$ cat src/verilog/tcc_pkg.sv
package tcc_pkg;
  localparam int TCC_AW = 4;
  localparam int TCC_DW = 8;
  // Register offsets
  localparam logic [3:0] TCC_OFF_CH4 = 4'h0;
  localparam logic [3:0] TCC_OFF_CH5 = 4'h1;
  localparam logic [3:0] TCC_OFF_ISTAT = 4'h2;
  localparam logic [3:0] TCC_OFF_IEN = 4'h3;
  localparam logic [3:0] TCC_OFF_ICLR = 4'h4;
  localparam logic [3:0] TCC_OFF_STAT = 4'h5;
  // Control field positions
  localparam int TCC_B_MODE = 0;
  localparam int TCC_B_RSEL = 1;
  localparam int TCC_B_SINC = 2;
  localparam int TCC_B_DINC = 3;
  localparam int TCC_B_CHN = 4;
  localparam int TCC_B_RIRQ = 5;
  localparam int TCC_B_SIZE = 6;
  localparam logic [7:0] TCC_CTRL_MASK = 8'h7F;
  localparam logic [7:0] TCC_CTRL_RST = 8'h00;
  // Status bit positions: repeat-end event per channel
  localparam int TCC_EV_CH4 = 0;
  localparam int TCC_EV_CH5 = 1;
  localparam logic [1:0] TCC_EV_NONE = 2'h0;
  localparam logic [1:0] TCC_UNIT_BYTE = 2'h1;
  localparam logic [1:0] TCC_UNIT_HALF = 2'h2;
  localparam logic [15:0] TCC_ADDR_RST = 16'h0000;
  typedef enum logic [1:0] {TCC_IDLE, TCC_MOVE4, TCC_MOVE5} tcc_state_t;
endpackage

$ cat src/verilog/tcc_channel_ctrl.sv
// Summary of operation
// Bit 6 selects byte (0) or halfword (1) transfer unit.
// Bit 5 enables repeat-end interrupt; ignored in normal mode.
// Bit 4 set chains the next channel in the same activation.
// Software keeps chain enable of the last channel cleared.
// Bit 3 set increments destination address, clear keeps it fixed.
// Destination step ignored when destination is the repeat area.
// Bit 2 set increments source address, clear keeps it fixed.
// Source step ignored when source is the repeat area.
// Bit 1 picks repeat area: 0 destination, 1 source.
// Repeat area select ignored in normal mode.
// Bit 0 selects normal (0) or repeat (1) mode.
// Bit 7 reads zero; software writes zero. The testbench writes random bit 7 values, and TCC_CTRL_MASK drops them.
module tcc_channel_ctrl
  import tcc_pkg::*;
(
  input wire logic clock,
  input wire logic rst_n,
  input wire logic [3:0] regAddr,
  input wire logic [7:0] regWdata,
  input wire logic regWrite,
  input wire logic regRead,
  output logic [7:0] regRdata,
  input wire logic activate,
  input wire logic repeatEnd4,
  input wire logic repeatEnd5,
  output logic busy,
  output logic xferStrobe,
  output logic xferHalf,
  output logic [15:0] xferSrc,
  output logic [15:0] xferDst,
  output logic irq
);
  typedef struct packed {
    logic [7:0] ctrl4;
    logic [7:0] ctrl5;
    logic [1:0] istat;
    logic [1:0] ien;
    logic [7:0] rdata;
    tcc_state_t state;
    logic [15:0] src4;
    logic [15:0] dst4;
    logic [15:0] src5;
    logic [15:0] dst5;
    logic strobe;
    logic half;
    logic [15:0] oSrc;
    logic [15:0] oDst;
    logic irq;
    logic busy;
  } tcc_regs_t;

  tcc_regs_t state_reg;
  tcc_regs_t state_next;

  logic half4;
  logic rep4;
  logic srep4;
  logic drep4;
  logic sinc4;
  logic dinc4;
  logic chn4;
  logic rirq4;
  logic half5;
  logic rep5;
  logic srep5;
  logic drep5;
  logic sinc5;
  logic dinc5;
  logic rirq5;
  logic [15:0] nSrc4;
  logic [15:0] nDst4;
  logic [15:0] nSrc5;
  logic [15:0] nDst5;
  logic [1:0] events;

  // One decoder per channel so ignored fields never reach the stepping logic
  tcc_decode dec4 (
    .ctrl(state_reg.ctrl4),
    .unitHalf(half4),
    .repeatMode(rep4),
    .srcIsRepeat(srep4),
    .dstIsRepeat(drep4),
    .srcInc(sinc4),
    .dstInc(dinc4),
    .chainOn(chn4),
    .repeatIrqOn(rirq4)
  );
  // Channel 5 is last of the pair: its chain bit has no next channel
  tcc_decode dec5 (
    .ctrl(state_reg.ctrl5),
    .unitHalf(half5),
    .repeatMode(rep5),
    .srcIsRepeat(srep5),
    .dstIsRepeat(drep5),
    .srcInc(sinc5),
    .dstInc(dinc5),
    .chainOn(),
    .repeatIrqOn(rirq5)
  );
  tcc_addr_step s4 (
    .base(state_reg.src4),
    .inc(sinc4),
    .unitHalf(half4),
    .nextAddr(nSrc4)
  );
  tcc_addr_step d4 (
    .base(state_reg.dst4),
    .inc(dinc4),
    .unitHalf(half4),
    .nextAddr(nDst4)
  );
  tcc_addr_step s5 (
    .base(state_reg.src5),
    .inc(sinc5),
    .unitHalf(half5),
    .nextAddr(nSrc5)
  );
  tcc_addr_step d5 (
    .base(state_reg.dst5),
    .inc(dinc5),
    .unitHalf(half5),
    .nextAddr(nDst5)
  );

  always_comb
  begin
    state_next = state_reg;
    state_next.strobe = 1'b0;
    // repeat-end events count only when enabled in repeat mode
    events = TCC_EV_NONE;
    events[TCC_EV_CH4] = repeatEnd4 & rirq4;
    events[TCC_EV_CH5] = repeatEnd5 & rirq5;
    // bit 7 never stored
    if (regWrite && regAddr == TCC_OFF_CH4)
      state_next.ctrl4 = regWdata & TCC_CTRL_MASK;
    else if (regWrite && regAddr == TCC_OFF_CH5)
      state_next.ctrl5 = regWdata & TCC_CTRL_MASK;
    else if (regWrite && regAddr == TCC_OFF_IEN)
      state_next.ien = regWdata[1:0];
    // Set beats clear so no event is lost
    if (regWrite && regAddr == TCC_OFF_ICLR)
      state_next.istat = (state_reg.istat & ~regWdata[1:0]) | events;
    else
      state_next.istat = state_reg.istat | events;
    state_next.rdata = 8'h00;
    if (regRead)
    begin
      if (regAddr == TCC_OFF_CH4)
        state_next.rdata = state_reg.ctrl4;
      else if (regAddr == TCC_OFF_CH5)
        state_next.rdata = state_reg.ctrl5;
      else if (regAddr == TCC_OFF_ISTAT)
        state_next.rdata = {6'h00, state_reg.istat};
      else if (regAddr == TCC_OFF_IEN)
        state_next.rdata = {6'h00, state_reg.ien};
      else if (regAddr == TCC_OFF_STAT)
        state_next.rdata = {6'h00, state_reg.state};
      else
        state_next.rdata = 8'h00;
    end
    case (state_reg.state)
      TCC_IDLE:
      begin
        if (activate)
          state_next.state = TCC_MOVE4;
      end
      TCC_MOVE4:
      begin
        // unit size on the transfer
        state_next.strobe = 1'b1;
        state_next.half = half4;
        state_next.oSrc = state_reg.src4;
        state_next.oDst = state_reg.dst4;
        // R7: address stepping
        state_next.src4 = nSrc4;
        state_next.dst4 = nDst4;
        // chain to next channel
        state_next.state = chn4 ? TCC_MOVE5 : TCC_IDLE;
      end
      TCC_MOVE5:
      begin
        // unit size of channel 5
        state_next.strobe = 1'b1;
        state_next.half = half5;
        state_next.oSrc = state_reg.src5;
        state_next.oDst = state_reg.dst5;
        // R7: address stepping
        state_next.src5 = nSrc5;
        state_next.dst5 = nDst5;
        // last channel here; chain ends regardless
        state_next.state = TCC_IDLE;
      end
      default:
      begin
        state_next.state = TCC_IDLE;
      end
    endcase
    state_next.irq = |(state_next.istat & state_next.ien);
    // Registered so the busy pin never glitches
    state_next.busy = (state_next.state != TCC_IDLE);
  end

  // Async reset keeps the pins quiet before the clock runs
  always_ff @(posedge clock or negedge rst_n)
  begin
    if (!rst_n)
    begin
      state_reg <= '0;
      state_reg.ctrl4 <= TCC_CTRL_RST;
      state_reg.ctrl5 <= TCC_CTRL_RST;
      state_reg.state <= TCC_IDLE;
    end
    else
      state_reg <= state_next;
  end

  assign regRdata = state_reg.rdata;
  assign busy = state_reg.busy;
  assign xferStrobe = state_reg.strobe;
  assign xferHalf = state_reg.half;
  assign xferSrc = state_reg.oSrc;
  assign xferDst = state_reg.oDst;
  assign irq = state_reg.irq;

  a_bit7_zero: assert property (@(posedge clock) disable iff (!rst_n)
    !state_reg.ctrl4[7] && !state_reg.ctrl5[7]) else $error("bit 7 stored");
  a_size_sel: assert property (@(posedge clock) disable iff (!rst_n)
    state_reg.state == TCC_MOVE4 |=> xferStrobe && xferHalf == $past(state_reg.ctrl4[TCC_B_SIZE]))
    else $error("unit size wrong");
  a_chain_go: assert property (@(posedge clock) disable iff (!rst_n)
    state_reg.state == TCC_MOVE4 && state_reg.ctrl4[TCC_B_CHN] |=> state_reg.state == TCC_MOVE5)
    else $error("chain not taken");
  a_chain_stop: assert property (@(posedge clock) disable iff (!rst_n)
    state_reg.state == TCC_MOVE4 && !state_reg.ctrl4[TCC_B_CHN] |=> state_reg.state == TCC_IDLE)
    else $error("chain taken when off");
  a_dst_fixed: assert property (@(posedge clock) disable iff (!rst_n)
    state_reg.state == TCC_MOVE4 && !state_reg.ctrl4[TCC_B_DINC] |=> $stable(state_reg.dst4))
    else $error("fixed dest moved");
  a_dst_repeat: assert property (@(posedge clock) disable iff (!rst_n)
    state_reg.state == TCC_MOVE4 && state_reg.ctrl4[TCC_B_MODE] && !state_reg.ctrl4[TCC_B_RSEL]
    |=> $stable(state_reg.dst4)) else $error("repeat dest stepped");
  a_src_inc: assert property (@(posedge clock) disable iff (!rst_n)
    state_reg.state == TCC_MOVE5 && state_reg.ctrl5[TCC_B_SINC] && !state_reg.ctrl5[TCC_B_MODE]
    |=> state_reg.src5 != $past(state_reg.src5)) else $error("source not stepped");
  a_src_repeat: assert property (@(posedge clock) disable iff (!rst_n)
    state_reg.state == TCC_MOVE5 && state_reg.ctrl5[TCC_B_MODE] && state_reg.ctrl5[TCC_B_RSEL]
    |=> $stable(state_reg.src5)) else $error("repeat source stepped");
  a_irq_normal: assert property (@(posedge clock) disable iff (!rst_n)
    repeatEnd4 && !state_reg.ctrl4[TCC_B_MODE] && !state_reg.istat[TCC_EV_CH4]
    |=> !state_reg.istat[TCC_EV_CH4]) else $error("normal mode irq");
  a_rsel_normal: assert property (@(posedge clock) disable iff (!rst_n)
    !state_reg.ctrl4[TCC_B_MODE] |-> !srep4 && !drep4) else $error("repeat side in normal mode");
  a_mode_sel: assert property (@(posedge clock) disable iff (!rst_n)
    rep4 == state_reg.ctrl4[TCC_B_MODE] ##0 (srep4 | drep4) == rep4) else $error("mode wrong");
  a_rsel_side: assert property (@(posedge clock) disable iff (!rst_n)
    rep5 |-> srep5 == state_reg.ctrl5[TCC_B_RSEL]) else $error("repeat side wrong");
  // Further checks on both channels, interrupts and busy
  a_irq_repeat: assert property (@(posedge clock) disable iff (!rst_n)
    repeatEnd4 && state_reg.ctrl4[TCC_B_MODE] && state_reg.ctrl4[TCC_B_RIRQ]
    |=> state_reg.istat[TCC_EV_CH4]) else $error("repeat irq not set");
  a_irq_norm5: assert property (@(posedge clock) disable iff (!rst_n)
    repeatEnd5 && !state_reg.ctrl5[TCC_B_MODE] && !state_reg.istat[TCC_EV_CH5]
    |=> !state_reg.istat[TCC_EV_CH5]) else $error("normal mode irq ch5");
  a_irq_level: assert property (@(posedge clock) disable iff (!rst_n)
    irq == |(state_reg.istat & state_reg.ien)) else $error("irq level wrong");
  a_size_ch5: assert property (@(posedge clock) disable iff (!rst_n)
    state_reg.state == TCC_MOVE5 |=> xferStrobe && xferHalf == $past(state_reg.ctrl5[TCC_B_SIZE]))
    else $error("ch5 unit size wrong");
  a_dst_inc: assert property (@(posedge clock) disable iff (!rst_n)
    state_reg.state == TCC_MOVE4 && state_reg.ctrl4[TCC_B_DINC] && !(state_reg.ctrl4[TCC_B_MODE] && !state_reg.ctrl4[TCC_B_RSEL])
    |=> state_reg.dst4 != $past(state_reg.dst4)) else $error("dest not stepped");
  a_dst_inc5: assert property (@(posedge clock) disable iff (!rst_n)
    state_reg.state == TCC_MOVE5 && state_reg.ctrl5[TCC_B_DINC] && !(state_reg.ctrl5[TCC_B_MODE] && !state_reg.ctrl5[TCC_B_RSEL])
    |=> state_reg.dst5 != $past(state_reg.dst5)) else $error("ch5 dest not stepped");
  a_src_fixed: assert property (@(posedge clock) disable iff (!rst_n)
    state_reg.state == TCC_MOVE4 && !state_reg.ctrl4[TCC_B_SINC] |=> $stable(state_reg.src4))
    else $error("fixed source moved");
  a_src_fix5: assert property (@(posedge clock) disable iff (!rst_n)
    state_reg.state == TCC_MOVE5 && !state_reg.ctrl5[TCC_B_SINC] |=> $stable(state_reg.src5))
    else $error("ch5 fixed source moved");
  a_src_rep4: assert property (@(posedge clock) disable iff (!rst_n)
    state_reg.state == TCC_MOVE4 && state_reg.ctrl4[TCC_B_MODE] && state_reg.ctrl4[TCC_B_RSEL]
    |=> $stable(state_reg.src4)) else $error("ch4 repeat source stepped");
  a_dst_rep5: assert property (@(posedge clock) disable iff (!rst_n)
    state_reg.state == TCC_MOVE5 && state_reg.ctrl5[TCC_B_MODE] && !state_reg.ctrl5[TCC_B_RSEL]
    |=> $stable(state_reg.dst5)) else $error("ch5 repeat dest stepped");
  a_chain_end: assert property (@(posedge clock) disable iff (!rst_n)
    state_reg.state == TCC_MOVE5 |=> state_reg.state == TCC_IDLE)
    else $error("chain ran past channel 5");
  a_busy_flag: assert property (@(posedge clock) disable iff (!rst_n)
    busy == (state_reg.state != TCC_IDLE)) else $error("busy flag wrong");
  a_rsel_side4: assert property (@(posedge clock) disable iff (!rst_n)
    rep4 |-> srep4 == state_reg.ctrl4[TCC_B_RSEL]) else $error("ch4 repeat side wrong");
  a_mode_ch5: assert property (@(posedge clock) disable iff (!rst_n)
    rep5 == state_reg.ctrl5[TCC_B_MODE]) else $error("ch5 mode wrong");
  a_rsel_norm5: assert property (@(posedge clock) disable iff (!rst_n)
    !state_reg.ctrl5[TCC_B_MODE] |-> !srep5 && !drep5) else $error("ch5 repeat side in normal mode");

  // Main scenarios
  c_chain: cover property (@(posedge clock) state_reg.state == TCC_MOVE4 ##1 state_reg.state == TCC_MOVE5);
  c_half: cover property (@(posedge clock) xferStrobe && xferHalf);
  c_irq: cover property (@(posedge clock) irq);
  c_src_repeat: cover property (@(posedge clock) state_reg.state == TCC_MOVE5 && srep5);
  c_dst_repeat: cover property (@(posedge clock) state_reg.state == TCC_MOVE4 && drep4);
endmodule

$ cat src/verilog/tcc_decode.sv
module tcc_decode
  import tcc_pkg::*;
(
  input wire logic [7:0] ctrl,
  output logic unitHalf,
  output logic repeatMode,
  output logic srcIsRepeat,
  output logic dstIsRepeat,
  output logic srcInc,
  output logic dstInc,
  output logic chainOn,
  output logic repeatIrqOn
);
  always_comb
  begin
    // unit size
    unitHalf = ctrl[TCC_B_SIZE];
    // transfer mode
    repeatMode = ctrl[TCC_B_MODE];
    // repeat area side; R10: ignored in normal mode
    srcIsRepeat = repeatMode & ctrl[TCC_B_RSEL];
    dstIsRepeat = repeatMode & ~ctrl[TCC_B_RSEL];
    // source step; R8: ignored on repeat side
    srcInc = ctrl[TCC_B_SINC] & ~srcIsRepeat;
    // destination step; R6: ignored on repeat side
    dstInc = ctrl[TCC_B_DINC] & ~dstIsRepeat;
    // chain enable
    chainOn = ctrl[TCC_B_CHN];
    // irq only in repeat mode
    repeatIrqOn = repeatMode & ctrl[TCC_B_RIRQ];
  end
endmodule

$ cat src/verilog/tcc_addr_step.sv
module tcc_addr_step
  import tcc_pkg::*;
(
  input wire logic [15:0] base,
  input wire logic inc,
  input wire logic unitHalf,
  output logic [15:0] nextAddr
);
  always_comb
  begin
    if (inc)
      nextAddr = base + (unitHalf ? {14'h0000, TCC_UNIT_HALF} : {14'h0000, TCC_UNIT_BYTE});
    else
      nextAddr = base;
  end
endmodule

$ cat config.mk
export PLATFORM = sky130hd
export DESIGN_NAME = tcc_channel_ctrl
export DESIGN_NICKNAME = d
export VERILOG_FILES = /design/src/verilog/tcc_pkg.sv /design/src/verilog/tcc_channel_ctrl.sv /design/src/verilog/tcc_decode.sv /design/src/verilog/tcc_addr_step.sv
export SDC_FILE = /design/constraint.sdc
export NUM_CORES = 1
export LEC_CHECK = 0
export BUFFER_PORTS_ARGS = -buffer_cell sky130_fd_sc_hd__buf_2
export CAP_MARGIN = 20
export CELL_PAD_IN_SITES_DETAIL_PLACEMENT = 0
export CELL_PAD_IN_SITES_GLOBAL_PLACEMENT = 2
export CORE_MARGIN = 8
export CORE_UTILIZATION = 39
export DETAILED_ROUTE_END_ITERATION = 16
export GPL_TIMING_DRIVEN = 1
export PLACE_DENSITY_LB_ADDON = 0.1
export SYNTH_ARGS = -nofsm -noshare
export SYNTH_HDL_FRONTEND = slang
export SYNTH_SLANG_ARGS = --single-unit
$ cat constraint.sdc
create_clock -name clock -period 2.56 [get_ports clock]
set_clock_uncertainty 0.1 [all_clocks]
set_input_delay 0.512 -clock clock [delete_from_list [all_inputs] [get_ports clock]]
set_output_delay 0.512 -clock clock [all_outputs]
set_load 0.005 [all_outputs]
==> qor.yml <==
outcome: "completed"
achievable-frequency_mhz: 435.1
netlist_area_um2: 6088
clock_path_buffers: 2
drcViolationCount: 0
max_cap_violations: 0
async_flop_share_pct: 100.0
core_region_area_um2: 15260
ioPinCount: 63
final_nets: 623
startpoint_type: "register"
area_growth_pct: 15.70
endpoint_kind: "register"
p_comb_share_pct: 26.6
cts_root_buffer: "clkbuf_16"
die_area_um2: 19870
antenna_cells: 0
synth_edf_count: 0
cts_setup_buffers: 0
final_common_cell: "dfrtp_1"
drive_gt1_share_pct: 23.26
cts_resized: 0
clk_latency_ns: 0.42
grt_max_degree: 128
die_w_um: 140.9
ys_warn_count: 0
power_density_nw_per_um2: 1064
drtPass1Iterations: 4
p_int_w: 0.005142
setup_tns_ns: 0
start_util_pct: 39.90
ctsHoldBuffers: 0
vdd_drop_max_v: 0.0005287
finalMaxSlewViolations: 0
syn_inst: 557
ys_ff_latch: 127
rsz0062_at_grt: "false"
path_max_fanout: 5
grt_overflow_total: 0
routed-via-count: 4076
clk_pin_slew_ns: 0.06
largest_reg_flops: 84
timing.slew.headroom_pct: 53.32
cts_inserted_buffers: 17
fp-row-count: 45
drt_first_iter_violations: 292
fp.dieH_um: 140.9
antenna_found_initial: 0
switching_share_pct: 31.42
postSynthAreaPerCell_um2: 10.93
grt_pass1_vias: 4266
post-dp-hpwl_um: 9066
synthFlopType: "dfrtp_1"
arrival_ns: 2.50
vias_per_cell: 5.014
p_seq_share_pct: 37.8
synth_seq_area_share_pct: 52.20
final_cell_mix: "dfrtp_1 (127), buf_2 (59), nor2_1 (43), a22oi_1 (40), xnor2_1 (39)"
nFillCells: 1427
port_buffers: 60
power_leakage_nw: 3.212
setup_violations: 0
yosys.cell_types.count: 43
routedWlPerCell_um: 16.29
drtAntennaViolNets: 0
crit_type: "register to register"
grt_usage_pct: 14.25
p_clk_share_pct: 35.6
final_hold_viol_count: 0
grt_first_pass_wirelength_um: 22370
cts_tree: "done"
cp_data_required_time_ns: 2.76
p_switching_w: 0.002356
htree_levels: 4
hold_class: "input port to async pin"
fin_crit_ns: 2.298
ff2ff_path_depth: 9
worst_slew_pin_slew_ns: 0.7002
whs_ns: 0.08965
place_congestion: 0.7834
cts_sinks: 127
wirelength_um: 13250
min_period_over_period_pct: 89.78
syn_nets: 591
-- cell usage after synthesis, drive strengths merged, types with 12 or more instances --
cell type / instances / area [µm²]
a22oi: 40 / 300.3
dfrtp: 127 / 3178
xor2: 17 / 148.9
nand3: 24 / 120.1
a21oi: 36 / 180.2
nand2: 32 / 122.6
nand4: 12 / 75.07
clkbuf: 16 / 60.06
buf: 46 / 334.1
inv: 17 / 63.81
mux2: 20 / 225.2
nor2: 43 / 161.4
xnor2: 39 / 341.6
-- area by class of cell --
class                           instances  area, µm²  share of cell area (%)
Sequential cell                       127       3178                   45.12
Multi-Input combinational cell        351       2455                   34.85
Clock buffer                           21      470.5                   6.679
Timing Repair Buffer                   75      427.9                   6.075
Tap cell                              211      264.0                   3.748
Clock inverter                         11      185.2                   2.629
Inverter                               17      63.81                  0.9059
-- cell families after synthesis --
group,after synthesis,share of synthesized area [%]
simple gates,165,14.92
mux,20,3.699
fa+ha+maj,15,3.576
flops,127,52.20
other cells,1,0.06159
buf+inv,79,7.522
compound gates,94,9.967
xor+xnor,56,8.056
-- metal layers --
metal,track usage (%),share of wire [%]
met2,21.61,45
met5,0,0
met4,5.713,1.4
met1,19.06,50
met3,3.680,3.7
-- power by group through the flow --
stage          Combinational (W)  Clock, W  Sequential [W]
6_report                 0.00200   0.00267         0.00283
4_1_cts                  0.00206   0.00272         0.00284
3_3_place_gp             0.00200         0         0.00285
2_1_floorplan            0.00163         0         0.00279
5_1_grt                  0.00232   0.00282         0.00292
3_5_place_dp             0.00203         0         0.00287
-- per-stage QoR --
step | utilization, % | setup WS [ns] | cells | power [W] | instance area, µm²
after CTS | 46.17 | 0.2352 | 813 | 0.007617 | 7044
after detailed placement | 41.87 | 0.2482 | 781 | 0.004905 | 6389
after global routing | 46.17 | 0.1093 | 813 | 0.008056 | 7044
final | 46.17 | 0.2617 | 813 | 0.007498 | 7044
after global placement | 41.87 | 0.2614 | 781 | 0.004849 | 6389
after floorplan | - | 0.2503 | 557 | 0.004416 | 6088
-- critical path, cell delays in order, from the launching register on --
cell      delay (ns)
dfrtp_1         0.37
inv_1           0.15
ha_1            0.20
inv_1           0.05
fa_1            0.41
nand2b_1        0.17
nor4b_2         0.28
buf_4           0.20
nand4_1         0.11
xnor2_1         0.14
-- worst paths after layout --
check | slack (ns) | endpoint | from
hold / removal | 0.09 | xferDst[3] | rst_n
min in group clock | 0.24 | state_reg[117] | regWdata[3]
hold reg to reg | 0.38 | state_reg[67] | state_reg[67]
max in group asynchronous | 1.73 | xferDst[12] | rst_n
setup / recovery | 0.26 | state_reg[80] | state_reg[128]
setup reg to reg | 0.26 | state_reg[80] | state_reg[128]
Power figures use the tool's default switching activity.
